$ cat src/inc/fault_cfg_pkg.sv
// Constants, field layout and encodings of the recoverable fault block
// Behaviour
// - Two-bit field picks capture channel 0 to 3 for a fault capture.
// - Halt field: 0 off, 1 hardware, 2 software, 3 non-recoverable.
// - Restart bit set makes a fault restart the timer; clear does nothing.
// - Masking starts at ramp start, rising, falling or every output toggle.
// - Output-level gating ignores the fault while compare output is low.
// - Keeper 0 releases with input; keeper 1 holds until cycle end.
// - Source: off, event, inverted event, other channel state last period.
// - Bit 2 reads zero and software writes zero to it.
// - Fault ignored for masking time prescaled ticks after the chosen edge.
// - Masking prescale bit multiplies masking time by 64.
// - Three-bit capture action encodes none through capture with index.
// - Bits 31 to 28 read zero and software writes zero to them.
// - Channel B register has channel A's layout and resets to zero.
// - Channel A register sits at 0x0c and resets to zero.
package fault_cfg_pkg;

  // ***************************************************************
  // Register map
  // ***************************************************************
  localparam int          ADDR_W            = 8;
  localparam logic [7:0]  CONTROL_OFFSET    = 8'h00;
  localparam logic [7:0]  IRQ_STATUS_OFFSET = 8'h04;
  localparam logic [7:0]  IRQ_MASK_OFFSET   = 8'h08;
  localparam logic [7:0]  FAULT_A_OFFSET    = 8'h0c;
  localparam logic [7:0]  FAULT_B_OFFSET    = 8'h10;
  localparam logic [31:0] FAULT_RESET       = 32'h0000_0000;
  localparam logic [31:0] FAULT_WRITE_MASK  = 32'h0fff_fffb;

  // ***************************************************************
  // Field layout
  // ***************************************************************
  localparam int SRC_LSB     = 0;
  localparam int KEEP_BIT    = 3;
  localparam int OUTPUT_LEVEL_GATING_BIT    = 4;
  localparam int MSTART_LSB  = 5;
  localparam int RESTART_BIT = 7;
  localparam int HALT_LSB    = 8;
  localparam int CHAN_LSB    = 10;
  localparam int CAPT_LSB    = 12;
  localparam int MPRESC_BIT  = 15;
  localparam int MTIME_LSB   = 16;
  localparam int FILTER_LSB  = 24;
  localparam int ENABLE_BIT  = 0;
  localparam int LOCK_BIT    = 1;
  localparam int CH_NUM      = 2;
  localparam int FLAG_W      = 4;
  localparam int MCNT_W      = 14;
  localparam int MPRESC_SHIFT = 6;

  // ***************************************************************
  // Encodings
  // ***************************************************************
  typedef enum logic [1:0] {
    HALT_OFF, HALT_HW, HALT_SW, HALT_NR
  } halt_mode_t;
  typedef enum logic [1:0] {
    MSTART_RAMP, MSTART_RISE, MSTART_FALL, MSTART_BOTH
  } mask_start_t;
  typedef enum logic [1:0] {
    SRC_OFF, SRC_EVENT, SRC_INVERT, SRC_OTHER
  } source_t;
  typedef enum logic [2:0] {
    CAPT_NONE, CAPT_ON_FAULT, CAPT_MIN, CAPT_MAX,
    CAPT_LOC_MIN, CAPT_LOC_MAX, CAPT_LOC_BOTH, CAPT_WITH_INDEX
  } capture_action_t;

endpackage : fault_cfg_pkg

$ cat src/hw/recoverable_fault.sv
// Two recoverable fault channels with configuration registers
//
// Implementation choice: the plain strobed port.
`timescale 1ns/10ps
module recoverable_fault
  import fault_cfg_pkg::*;
(
  input  wire logic              sys_clk,
  input  wire logic              reset,
  input  wire logic [ADDR_W-1:0] addr,
  input  wire logic [31:0]       wr_data,
  input  wire logic              wr_strobe,
  input  wire logic              rd_strobe,
  output logic      [31:0]       rd_data,
  output logic                   irq,
  input  wire logic [1:0]        fault_event_input,
  input  wire logic [1:0]        compare_output_level,
  input  wire logic              ramp_start,
  input  wire logic              cycle_end,
  input  wire logic              timer_tick,
  output logic      [1:0]        fault_state,
  output logic      [1:0]        halt_hw,
  output logic      [1:0]        halt_sw,
  output logic      [1:0]        halt_nonrecoverable,
  output logic      [1:0]        restart_pulse,
  output logic      [1:0]        capture_pulse,
  output logic      [3:0]        capture_channel_choice,
  output logic      [5:0]        capture_action
);

  // ***************************************************************
  // State
  // ***************************************************************
  typedef struct packed {
    logic [CH_NUM-1:0][31:0]       cfg;
    logic                          enable;
    logic                          lock;
    logic [FLAG_W-1:0]             flag;
    logic [FLAG_W-1:0]             mask;
    logic [31:0]                   rd_data;
    logic                          irq;
    logic [CH_NUM-1:0]             sync1;
    logic [CH_NUM-1:0]             sync2;
    logic [CH_NUM-1:0]             filt;
    logic [CH_NUM-1:0][3:0]        fcnt;
    logic [CH_NUM-1:0]             cmp_prev;
    logic [CH_NUM-1:0][MCNT_W-1:0] mcnt;
    logic [CH_NUM-1:0]             state;
    logic [CH_NUM-1:0]             alt;
    logic [CH_NUM-1:0]             halt_hw;
    logic [CH_NUM-1:0]             halt_sw;
    logic [CH_NUM-1:0]             halt_nr;
    logic [CH_NUM-1:0]             restart;
    logic [CH_NUM-1:0]             capture;
    logic [CH_NUM-1:0][1:0]        cap_chan;
    logic [CH_NUM-1:0][2:0]        cap_act;
  } state_t;

  state_t s_q;
  state_t s_d;

  // ***************************************************************
  // Next state
  // ***************************************************************
  always_comb
  begin
    logic [31:0]       c;
    logic [FLAG_W-1:0] set;
    logic              wr_fault;
    logic              trig;
    logic              raw;
    logic              gated;
    logic              cur;
    logic [MCNT_W-1:0] mlen;
    c        = '0;
    set      = '0;
    wr_fault = 1'b0;
    trig     = 1'b0;
    raw      = 1'b0;
    gated    = 1'b0;
    cur      = 1'b0;
    mlen     = '0;
    s_d      = s_q;

    s_d.sync1 = fault_event_input;
    s_d.sync2 = s_q.sync1;
    s_d.cmp_prev = compare_output_level;

    wr_fault = wr_strobe && !s_q.enable && !s_q.lock;

    for (int ch = 0; ch < CH_NUM; ch++)
    begin
      c = s_q.cfg[ch];

      // Glitch filter on the synchronised event input
      if (s_q.sync2[ch] == s_q.filt[ch])
      begin
        s_d.fcnt[ch] = '0;
      end
      else if (s_q.fcnt[ch] >= c[FILTER_LSB +: 4])
      begin
        s_d.filt[ch] = s_q.sync2[ch];
        s_d.fcnt[ch] = '0;
      end
      else
      begin
        s_d.fcnt[ch] = s_q.fcnt[ch] + 4'h1;
      end

      // Masking window start point
      case (mask_start_t'(c[MSTART_LSB +: 2]))
        MSTART_RAMP: trig = ramp_start;
        MSTART_RISE: trig = compare_output_level[ch] && !s_q.cmp_prev[ch];
        MSTART_FALL: trig = !compare_output_level[ch] && s_q.cmp_prev[ch];
        MSTART_BOTH: trig = compare_output_level[ch] != s_q.cmp_prev[ch];
        default:     trig = 1'b0;
      endcase

      mlen = {{(MCNT_W-8){1'b0}}, c[MTIME_LSB +: 8]};
      if (c[MPRESC_BIT])
      begin
        mlen = mlen << MPRESC_SHIFT;
      end

      if (trig)
      begin
        s_d.mcnt[ch] = mlen;
      end
      else if (timer_tick && s_q.mcnt[ch] != '0)
      begin
        s_d.mcnt[ch] = s_q.mcnt[ch] - {{(MCNT_W-1){1'b0}}, 1'b1};
      end

      // Fault source selection
      case (source_t'(c[SRC_LSB +: 2]))
        SRC_OFF:    raw = 1'b0;
        SRC_EVENT:  raw = s_q.filt[ch];
        SRC_INVERT: raw = !s_q.filt[ch];
        SRC_OTHER:  raw = s_q.alt[ch];
        default:    raw = 1'b0;
      endcase

      gated = raw
        && !(trig && mlen != '0)
        && s_q.mcnt[ch] == '0
        && !(c[OUTPUT_LEVEL_GATING_BIT] && !compare_output_level[ch]);

      // Fault state with optional hold to the end of the cycle
      if (!c[KEEP_BIT])
      begin
        cur = gated;
      end
      else if (cycle_end)
      begin
        cur = gated;
      end
      else
      begin
        cur = s_q.state[ch] || gated;
      end
      s_d.state[ch] = cur;

      // Other channel's state sampled at the end of each period
      if (cycle_end)
      begin
        s_d.alt[ch] = s_q.state[CH_NUM-1-ch];
      end

      // Halt actions
      s_d.halt_hw[ch] = cur
        && halt_mode_t'(c[HALT_LSB +: 2]) == HALT_HW;
      s_d.halt_sw[ch] = cur
        && halt_mode_t'(c[HALT_LSB +: 2]) == HALT_SW;
      s_d.halt_nr[ch] = cur
        && halt_mode_t'(c[HALT_LSB +: 2]) == HALT_NR;

      // Actions on the onset of a fault
      s_d.restart[ch] = cur && !s_q.state[ch] && c[RESTART_BIT];
      s_d.capture[ch] = cur && !s_q.state[ch]
        && capture_action_t'(c[CAPT_LSB +: 3]) != CAPT_NONE;
      s_d.cap_chan[ch] = c[CHAN_LSB +: 2];
      s_d.cap_act[ch]  = c[CAPT_LSB +: 3];

      set[ch] = cur && !s_q.state[ch];
      set[CH_NUM+ch] = s_d.halt_nr[ch] && !s_q.halt_nr[ch];
    end

    // ***************************************************************
    // Register writes
    // ***************************************************************
    s_d.flag = s_q.flag;
    if (wr_strobe)
    begin
      case (addr)
        CONTROL_OFFSET:
        begin
          s_d.enable = wr_data[ENABLE_BIT];
          s_d.lock   = wr_data[LOCK_BIT];
        end
        IRQ_STATUS_OFFSET:
        begin
          s_d.flag = s_q.flag & ~wr_data[FLAG_W-1:0];
        end
        IRQ_MASK_OFFSET:
        begin
          s_d.mask = wr_data[FLAG_W-1:0];
        end
        FAULT_A_OFFSET:
        begin
          if (wr_fault)
          begin
            s_d.cfg[0] = wr_data & FAULT_WRITE_MASK;
          end
        end
        FAULT_B_OFFSET:
        begin
          if (wr_fault)
          begin
            s_d.cfg[1] = wr_data & FAULT_WRITE_MASK;
          end
        end
        default:
        begin
          s_d.mask = s_q.mask;
        end
      endcase
    end
    s_d.flag = s_d.flag | set;
    s_d.irq  = |(s_d.flag & s_d.mask);

    // ***************************************************************
    // Register reads
    // ***************************************************************
    s_d.rd_data = '0;
    if (rd_strobe)
    begin
      case (addr)
        CONTROL_OFFSET:
        begin
          s_d.rd_data[ENABLE_BIT] = s_q.enable;
          s_d.rd_data[LOCK_BIT]   = s_q.lock;
        end
        IRQ_STATUS_OFFSET:
        begin
          s_d.rd_data[FLAG_W-1:0] = s_q.flag;
        end
        IRQ_MASK_OFFSET:
        begin
          s_d.rd_data[FLAG_W-1:0] = s_q.mask;
        end
        FAULT_A_OFFSET:
        begin
          s_d.rd_data = s_q.cfg[0];
        end
        FAULT_B_OFFSET:
        begin
          s_d.rd_data = s_q.cfg[1];
        end
        default:
        begin
          s_d.rd_data = '0;
        end
      endcase
    end
  end

  // ***************************************************************
  // State register
  // ***************************************************************
  always_ff @(posedge sys_clk)
  begin
    if (reset)
    begin
      s_q <= '0;
    end
    else
    begin
      s_q <= s_d;
    end
  end

  // ***************************************************************
  // Outputs
  // ***************************************************************
  assign rd_data                = s_q.rd_data;
  assign irq                    = s_q.irq;
  assign fault_state            = s_q.state;
  assign halt_hw                = s_q.halt_hw;
  assign halt_sw                = s_q.halt_sw;
  assign halt_nonrecoverable    = s_q.halt_nr;
  assign restart_pulse          = s_q.restart;
  assign capture_pulse          = s_q.capture;
  assign capture_channel_choice = s_q.cap_chan;
  assign capture_action         = s_q.cap_act;

endmodule : recoverable_fault

$ cat config.mk
export PLATFORM = sky130hd
export DESIGN_NAME = recoverable_fault
export DESIGN_NICKNAME = d
export VERILOG_FILES = /design/src/inc/fault_cfg_pkg.sv /design/src/hw/recoverable_fault.sv
export SDC_FILE = /design/constraint.sdc
export NUM_CORES = 1
export LEC_CHECK = 0
export BUFFER_PORTS_ARGS = -buffer_cell sky130_fd_sc_hd__buf_4
export CAP_MARGIN = 20
export CORE_MARGIN = 8
export CORE_UTILIZATION = 57
export CTS_CLUSTER_SIZE = 20
export DETAILED_ROUTE_END_ITERATION = 10
export GPL_ROUTABILITY_DRIVEN = 0
export GPL_TIMING_DRIVEN = 1
export PLACE_DENSITY = 0.85
export SYNTH_ARGS = -nofsm -noshare
export SYNTH_HDL_FRONTEND = slang
export SYNTH_SLANG_ARGS = --single-unit
$ cat constraint.sdc
create_clock -name sys_clk -period 2.9 [get_ports sys_clk]
set_clock_uncertainty 0.1 [all_clocks]
set_input_delay 0.145 -clock sys_clk [delete_from_list [all_inputs] [get_ports sys_clk]]
set_output_delay 0.145 -clock sys_clk [all_outputs]
set_load 0.03 [all_outputs]
Word-level counts from Yosys, hierarchy flattened
Index checks and enable logic that the tools add are counted.

Flip-flop bits (word level): 165. Bits of input ports: 51. Output and inout port bits: 55. Word-level logic and storage cells: 161.

Add/subtract/negate cells: 4. Order comparisons: 2. Eq/ne operators: 26. Mux-type cells: 20. Bitwise gates (word level): 7. Reductions and logical operators: 74.

Operators with widths (number): $mux W14 (6); $reduce_bool A14 Y1 (4); $pmux W24 S2 (1); $logic_and A1 B1 Y1 (32); $logic_not A14 Y1 (2); $sub A14 B1 Y14 const B (2); $eq A2 B2 Y1 const B (12); $eq A8 B4 Y1 const B (2); $logic_not A1 Y1 (16); $pmux W1 S4 (4); $eq A2 B1 Y1 const B (6); $pmux W2 S5 (1); $add A4 B1 Y4 const B (2); $and A4 B4 Y4 (2); $eq A8 B3 Y1 const B (1); $eq A8 B5 Y1 const B (1); $ge A4 B4 Y1 (2); $logic_not A2 Y1 (4); $logic_not A8 Y1 (1); $mux W4 (2); $mux W8 (1); $pmux W2 S4 (1); $reduce_and A2 Y1 (3); $reduce_and A3 Y1 (2); 12 further kinds (23).

Depth between registers and ports, before layout
Depth in word-level cells: 16. Mapped depth: 9. Gate-level depth less buffers: 8.

Least setup slack after synthesis
No wires, ideal clock.

Path type: register to register. From: reg s_q[52] (netlist name). To: reg s_q (netlist bit irq). Setup time: 0.079 ns. Data arrival time: 1.956 ns. Data required time: 2.721 ns. Setup slack: 0.765 ns. Stages on the path, launching flop included: 8. Path buffers: 0. Period minus slack after synthesis: 2.135 ns. Path through: dfxtp_1 -> ha_1 -> inv_1 -> mux4_2 -> a2111oi_4 -> a31oi_1 -> o31a_1 -> o211ai_1.

Word-level cells in the longest chain between the ends: 16. Elaborated cells on any way between the ends: 19. Those cells by class: eq/ne (1); mux (3); bitwise (2); reduce/logical (13).

RTL lines: from (decl) (RTL line recoverable_fault.sv:59) `state_t s_q;`; from (signal assigned) (RTL line recoverable_fault.sv:274) `s_q <= '0;`; from (signal assigned) (RTL line recoverable_fault.sv:278) `s_q <= s_d;`; $logic_not A1 Y1 (RTL line recoverable_fault.sv:113) `MSTART_RISE: trig = compare_output_level[ch] && !s_q.cmp_prev[ch];`; $logic_and A1 B1 Y1 (RTL line recoverable_fault.sv:113); $pmux W1 S4 (*) (RTL line recoverable_fault.sv:111) `case (mask_start_t'(c[MSTART_LSB +: 2]))`; $logic_and A1 B1 Y1 (*) (RTL line recoverable_fault.sv:144) `&& !(trig && mlen != '0)`; $logic_not A1 Y1 (*) (RTL line recoverable_fault.sv:144); $logic_and A1 B1 Y1 (*) (RTL line recoverable_fault.sv:144); $logic_and A1 B1 Y1 (*) (RTL line recoverable_fault.sv:145) `&& s_q.mcnt[ch] == '0`; $logic_and A1 B1 Y1 (*) (RTL line recoverable_fault.sv:146) `&& !(c[OUTPUT_LEVEL_GATING_BIT] && !compare_output_level[ch]);`; $logic_or A1 B1 Y1 (RTL line recoverable_fault.sv:159) `cur = s_q.state[ch] || gated;`; $mux W1 (RTL line recoverable_fault.sv:153) `else if (cycle_end)`; $mux W1 (*) (RTL line recoverable_fault.sv:149) `if (!c[KEEP_BIT])`; $logic_and A1 B1 Y1 (RTL line recoverable_fault.sv:175) `&& halt_mode_t'(c[HALT_LSB +: 2]) == HALT_NR;`; $logic_and A1 B1 Y1 (RTL line recoverable_fault.sv:185) `set[CH_NUM+ch] = s_d.halt_nr[ch] && !s_q.halt_nr[ch];`; $or A4 B4 Y4 (*) (RTL line recoverable_fault.sv:228) `s_d.flag = s_d.flag | set;`; $and A4 B4 Y4 (*) (RTL line recoverable_fault.sv:229) `s_d.irq = |(s_d.flag & s_d.mask);`; $reduce_or A4 Y1 (*) (RTL line recoverable_fault.sv:229).

Every way passes the cells marked *; elsewhere a longest branch is shown, timed or not. A chain may end at the register's enable or synchronous reset.

Worst setup path after layout
From: in compare_output_level[1]. To: reg s_q (netlist bit halt_sw[1]).

Word-level cells in the longest chain between the ends: 12. Elaborated cells on any way between the ends: 16. Those cells by class: eq/ne (1); mux (3); reduce/logical (12).

RTL lines: from (decl) (RTL line recoverable_fault.sv:17) `input wire logic [1:0] compare_output_level,`; $logic_not A1 Y1 (RTL line recoverable_fault.sv:114, recoverable_fault.sv:146); $logic_and A1 B1 Y1 (RTL line recoverable_fault.sv:114) `MSTART_FALL: trig = !compare_output_level[ch] && s_q.cmp_prev[ch];`; $pmux W1 S4 (RTL line recoverable_fault.sv:111); $logic_and A1 B1 Y1 (RTL line recoverable_fault.sv:144); $logic_not A1 Y1 (RTL line recoverable_fault.sv:144); $logic_and A1 B1 Y1 (RTL line recoverable_fault.sv:144); $logic_and A1 B1 Y1 (RTL line recoverable_fault.sv:145); $logic_and A1 B1 Y1 (*) (RTL line recoverable_fault.sv:146); $logic_or A1 B1 Y1 (RTL line recoverable_fault.sv:159); $mux W1 (RTL line recoverable_fault.sv:153); $mux W1 (*) (RTL line recoverable_fault.sv:149); $logic_and A1 B1 Y1 (*) (RTL line recoverable_fault.sv:173) `&& halt_mode_t'(c[HALT_LSB +: 2]) == HALT_SW;`.

Marks and branches as above.

==> impl_metrics.json <==
{
  "outcome": "finished, final reports clean",
  "cts_max_level": 4,
  "cp_max_fo": 13,
  "r2r_slack_ns": 0.38,
  "drv_slew": 0,
  "end_kind": "register",
  "clk_pin_slew_ns": 0.06,
  "syn_area_per_cell_um2": 8.61,
  "grt.overflow.total": 0,
  "syn_to_final_growth_pct": 20.4,
  "postSynthCellCount": 837,
  "yosys_most_used_dff": "dfxtp_1",
  "antenna_found_initial": 0,
  "setup_viol": 0,
  "yosys-top-cells-count": "dfxtp_1 (161), nand2_1 (148), a21oi_1 (75)",
  "postLayoutCoreUtil_pct": 69.6,
  "relSlewSlack_pct": 49.5,
  "synthDistinctLibCells": 61,
  "holdWs_ns": 0.0183,
  "fin_crit_sh_pct": 90.9,
  "die-area_um2": 16500,
  "startpoint": "compare_output_level[1]",
  "cts_root_buf": "clkbuf_16",
  "finalWirelength_mm": 18.8,
  "drt_iter0_markers": 498,
  "antennaDiodeCount": 0,
  "die_h_um": 128,
  "max_cap_viol_count": 0,
  "fmax_mhz": 379,
  "rows": 41,
  "crit_required_ns": 3.14,
  "die_x_um": 128,
  "fin_tns_setup_ns": 0,
  "cp.arrival_ns": 2.88,
  "synth-simple-area-share_pct": 22.0,
  "cp-start-kind": "input pin",
  "initial_core_util_pct": 57.8,
  "drive_above_1_share_pct": 17.6,
  "synth-edff-count": 0,
  "timing.final.ws_setup_ns": 0.263,
  "io_buffers": 97,
  "ir_worst_vdd_uv": 394,
  "core_um2": 12500,
  "ys_ff_latch": 161,
  "synth_top_area_share_pct": 44.7,
  "clock_latency_ns": 0.43,
  "reg2reg_depth": 7,
  "hold_viol_final": 0,
  "grt_pass1_wl_mm": 30.4,
  "r2r_start": "s_q[53]",
  "postPlaceCellArea_um2": 7720,
  "numCtsBuffers": 17,
  "synth_compound_area_share_pct": 14.0,
  "hpwl_mm": 12.4,
  "synth_area_um2": 7210,
  "grtUsageTotal_pct": 23.2,
  "wire_per_inst_um": 17.2,
  "r2r-end": "halt_sw[1]",
  "power_mw": 5.14,
  "drc": 0,
  "cts_num_sinks": 161,
  "synth.area.top_cells": "dfxtp_1 (45%), nand2_1 (7.7%), buf_4 (5.6%), a21oi_1 (5.2%), nor2_1 (3.6%)",
  "ys_warn_count": 0,
  "p_leak_nw": 3.32,
  "design_area_um2": 8670,
  "rsz0062_at_grt": "false",
  "fill_cells": 912,
  "ant_nets": 0,
  "synth-xor-area-share_pct": 3.65,
  "synth_top_family_by_area": "simple AND/OR/NAND/NOR gates",
  "place_ws_ns": 0.412,
  "hp-class": "input pin to register",
  "async_flop_share_pct": 0,
  "cts_resized": 0,
  "tightest_slew_ns": 0.751,
  "fin_cells": 1098,
  "cp-endpoint": "halt_sw[1]",
  "synth-adder-area-share_pct": 3.13,
  "firstDrtPassIters": 5,
  "cellPowerDensity_nw_per_um2": 593,
  "ioPinCount": 106,
  "dp_cells": 1032,
  "vias": 6213,
  "yosysMostFrequentCell": "dfxtp_1",
  "nNetsFinal": 982,
  "vias_per_cell": 5.66,
  "yosysSeqAreaShare_pct": 44.7,
  "yosys.area.top_type": "dfxtp_1",
  "crit_type": "input pin to register",
  "period_needed_ns": 2.64,
  "clock_path_buffers": 2,
  "grt_max_degree": 67,
  "cts_tree": "done",
  "muxShareOfSynthArea_pct": 3.30,
  "first_global_vias": 6234
}
==> area by class of cell <==
class	instances	area [um2]	share of cell area (%)
timing repair buffer	148	1200	13.8
sequential	161	3220	37.2
multi-input combinational	560	3330	38.4
clock buffer	17	425	4.91
clock inverter	15	186	2.15
inverter	25	93.8	1.08
tap	172	215	2.48
==> timing repair <==
item | 4_1_cts | 5_1_grt
hold buffers | 34 | 0
endpoints found under the hold margin | 71 | 0
buffers inserted | 0 | 0
==> critical path, cell delays in order <==
cell and delay (ns):
dlygate4sd3_1 0.53, buf_4 0.12, inv_1 0.06, ha_1 0.31, inv_1 0.05, mux4_2 0.62
a2111oi_2 0.40, a31oi_1 0.13, or2_1 0.29, nor3b_1 0.23
==> worst min path at each step <==
stage | depth (start not counted) | startpoint | to | slack [ns]
after CTS | 4 | addr[4] | rd_data[3] | 0.0009
after detailed placement | 2 | fault_event_input[0] | s_d[64] | 0.26
after global routing | 4 | addr[4] | s_q[110] | 0.05
after floorplan | 1 | fault_event_input[0] | s_d[64] | 0.17
final | 4 | addr[4] | rd_data[3] | 0.02
after global placement | 2 | fault_event_input[0] | s_d[64] | 0.26
==> placed cells by master, fill, tap and decap left out, types with 4 or more instances in the layout <==
| cell type | count |
|---|---|
| nor2b_1 | 24 |
| buf_4 | 114 |
| a21o_1 | 5 |
| nand3_1 | 9 |
| clkinvlp_4 | 4 |
| and2_1 | 5 |
| nor4_1 | 7 |
| o21ai_0 | 15 |
| or4_1 | 4 |
| mux2i_1 | 17 |
| nand4_1 | 6 |
| inv_1 | 25 |
| conb_1 | 4 |
| a21oi_1 | 75 |
| clkinv_4 | 5 |
| a22oi_1 | 28 |
| clkbuf_16 | 17 |
| nor2_1 | 70 |
| nor3_1 | 12 |
| or3_1 | 5 |
| nand2b_1 | 6 |
| and3_1 | 8 |
| ha_1 | 18 |
| dfxtp_1 | 161 |
| nand2_1 | 148 |
| a211oi_1 | 10 |
| dlygate4sd3_1 | 34 |
| xor2_1 | 12 |
| xnor2_1 | 18 |
| nor3b_1 | 7 |
==> per-layer routing <==
layer	vias to the layer above	GRT usage, %	part of all wire (%)
li1	2938	-	-
met2	260	39.6	50
met1	2958	26.5	40
met5	-	0	0
met4	0	11.4	3.3
met3	57	6.08	6.6
==> cells by family (layout without fill, tap and decap cells) <==
group           after synthesis  in the layout
mux                          21             21
flops                       161            161
compound gates              158            158
simple gates                329            329
fa+ha+maj                    18             18
other cells                   1              4
xor+xnor                     30             30
buf+inv                     119            205
==> sequential cells by signal (all words and copies together), names as in the netlist, 4 cells and up <==
signal and cells:
capture_action 6, capture_channel_choice 4, s_d 12, rd_data 28, s_q 98
==> power by group <==
group	leakage (nW)	total [mW]	internal, mW	switching [mW]
registers	1.30	2.29	2.25	0.0399
logic	1.73	0.544	0.253	0.291
clock network	0.286	2.30	1.36	0.942
total	3.32	5.14	3.87	1.27
No activity file was read; power rests on OpenSTA's default activity.
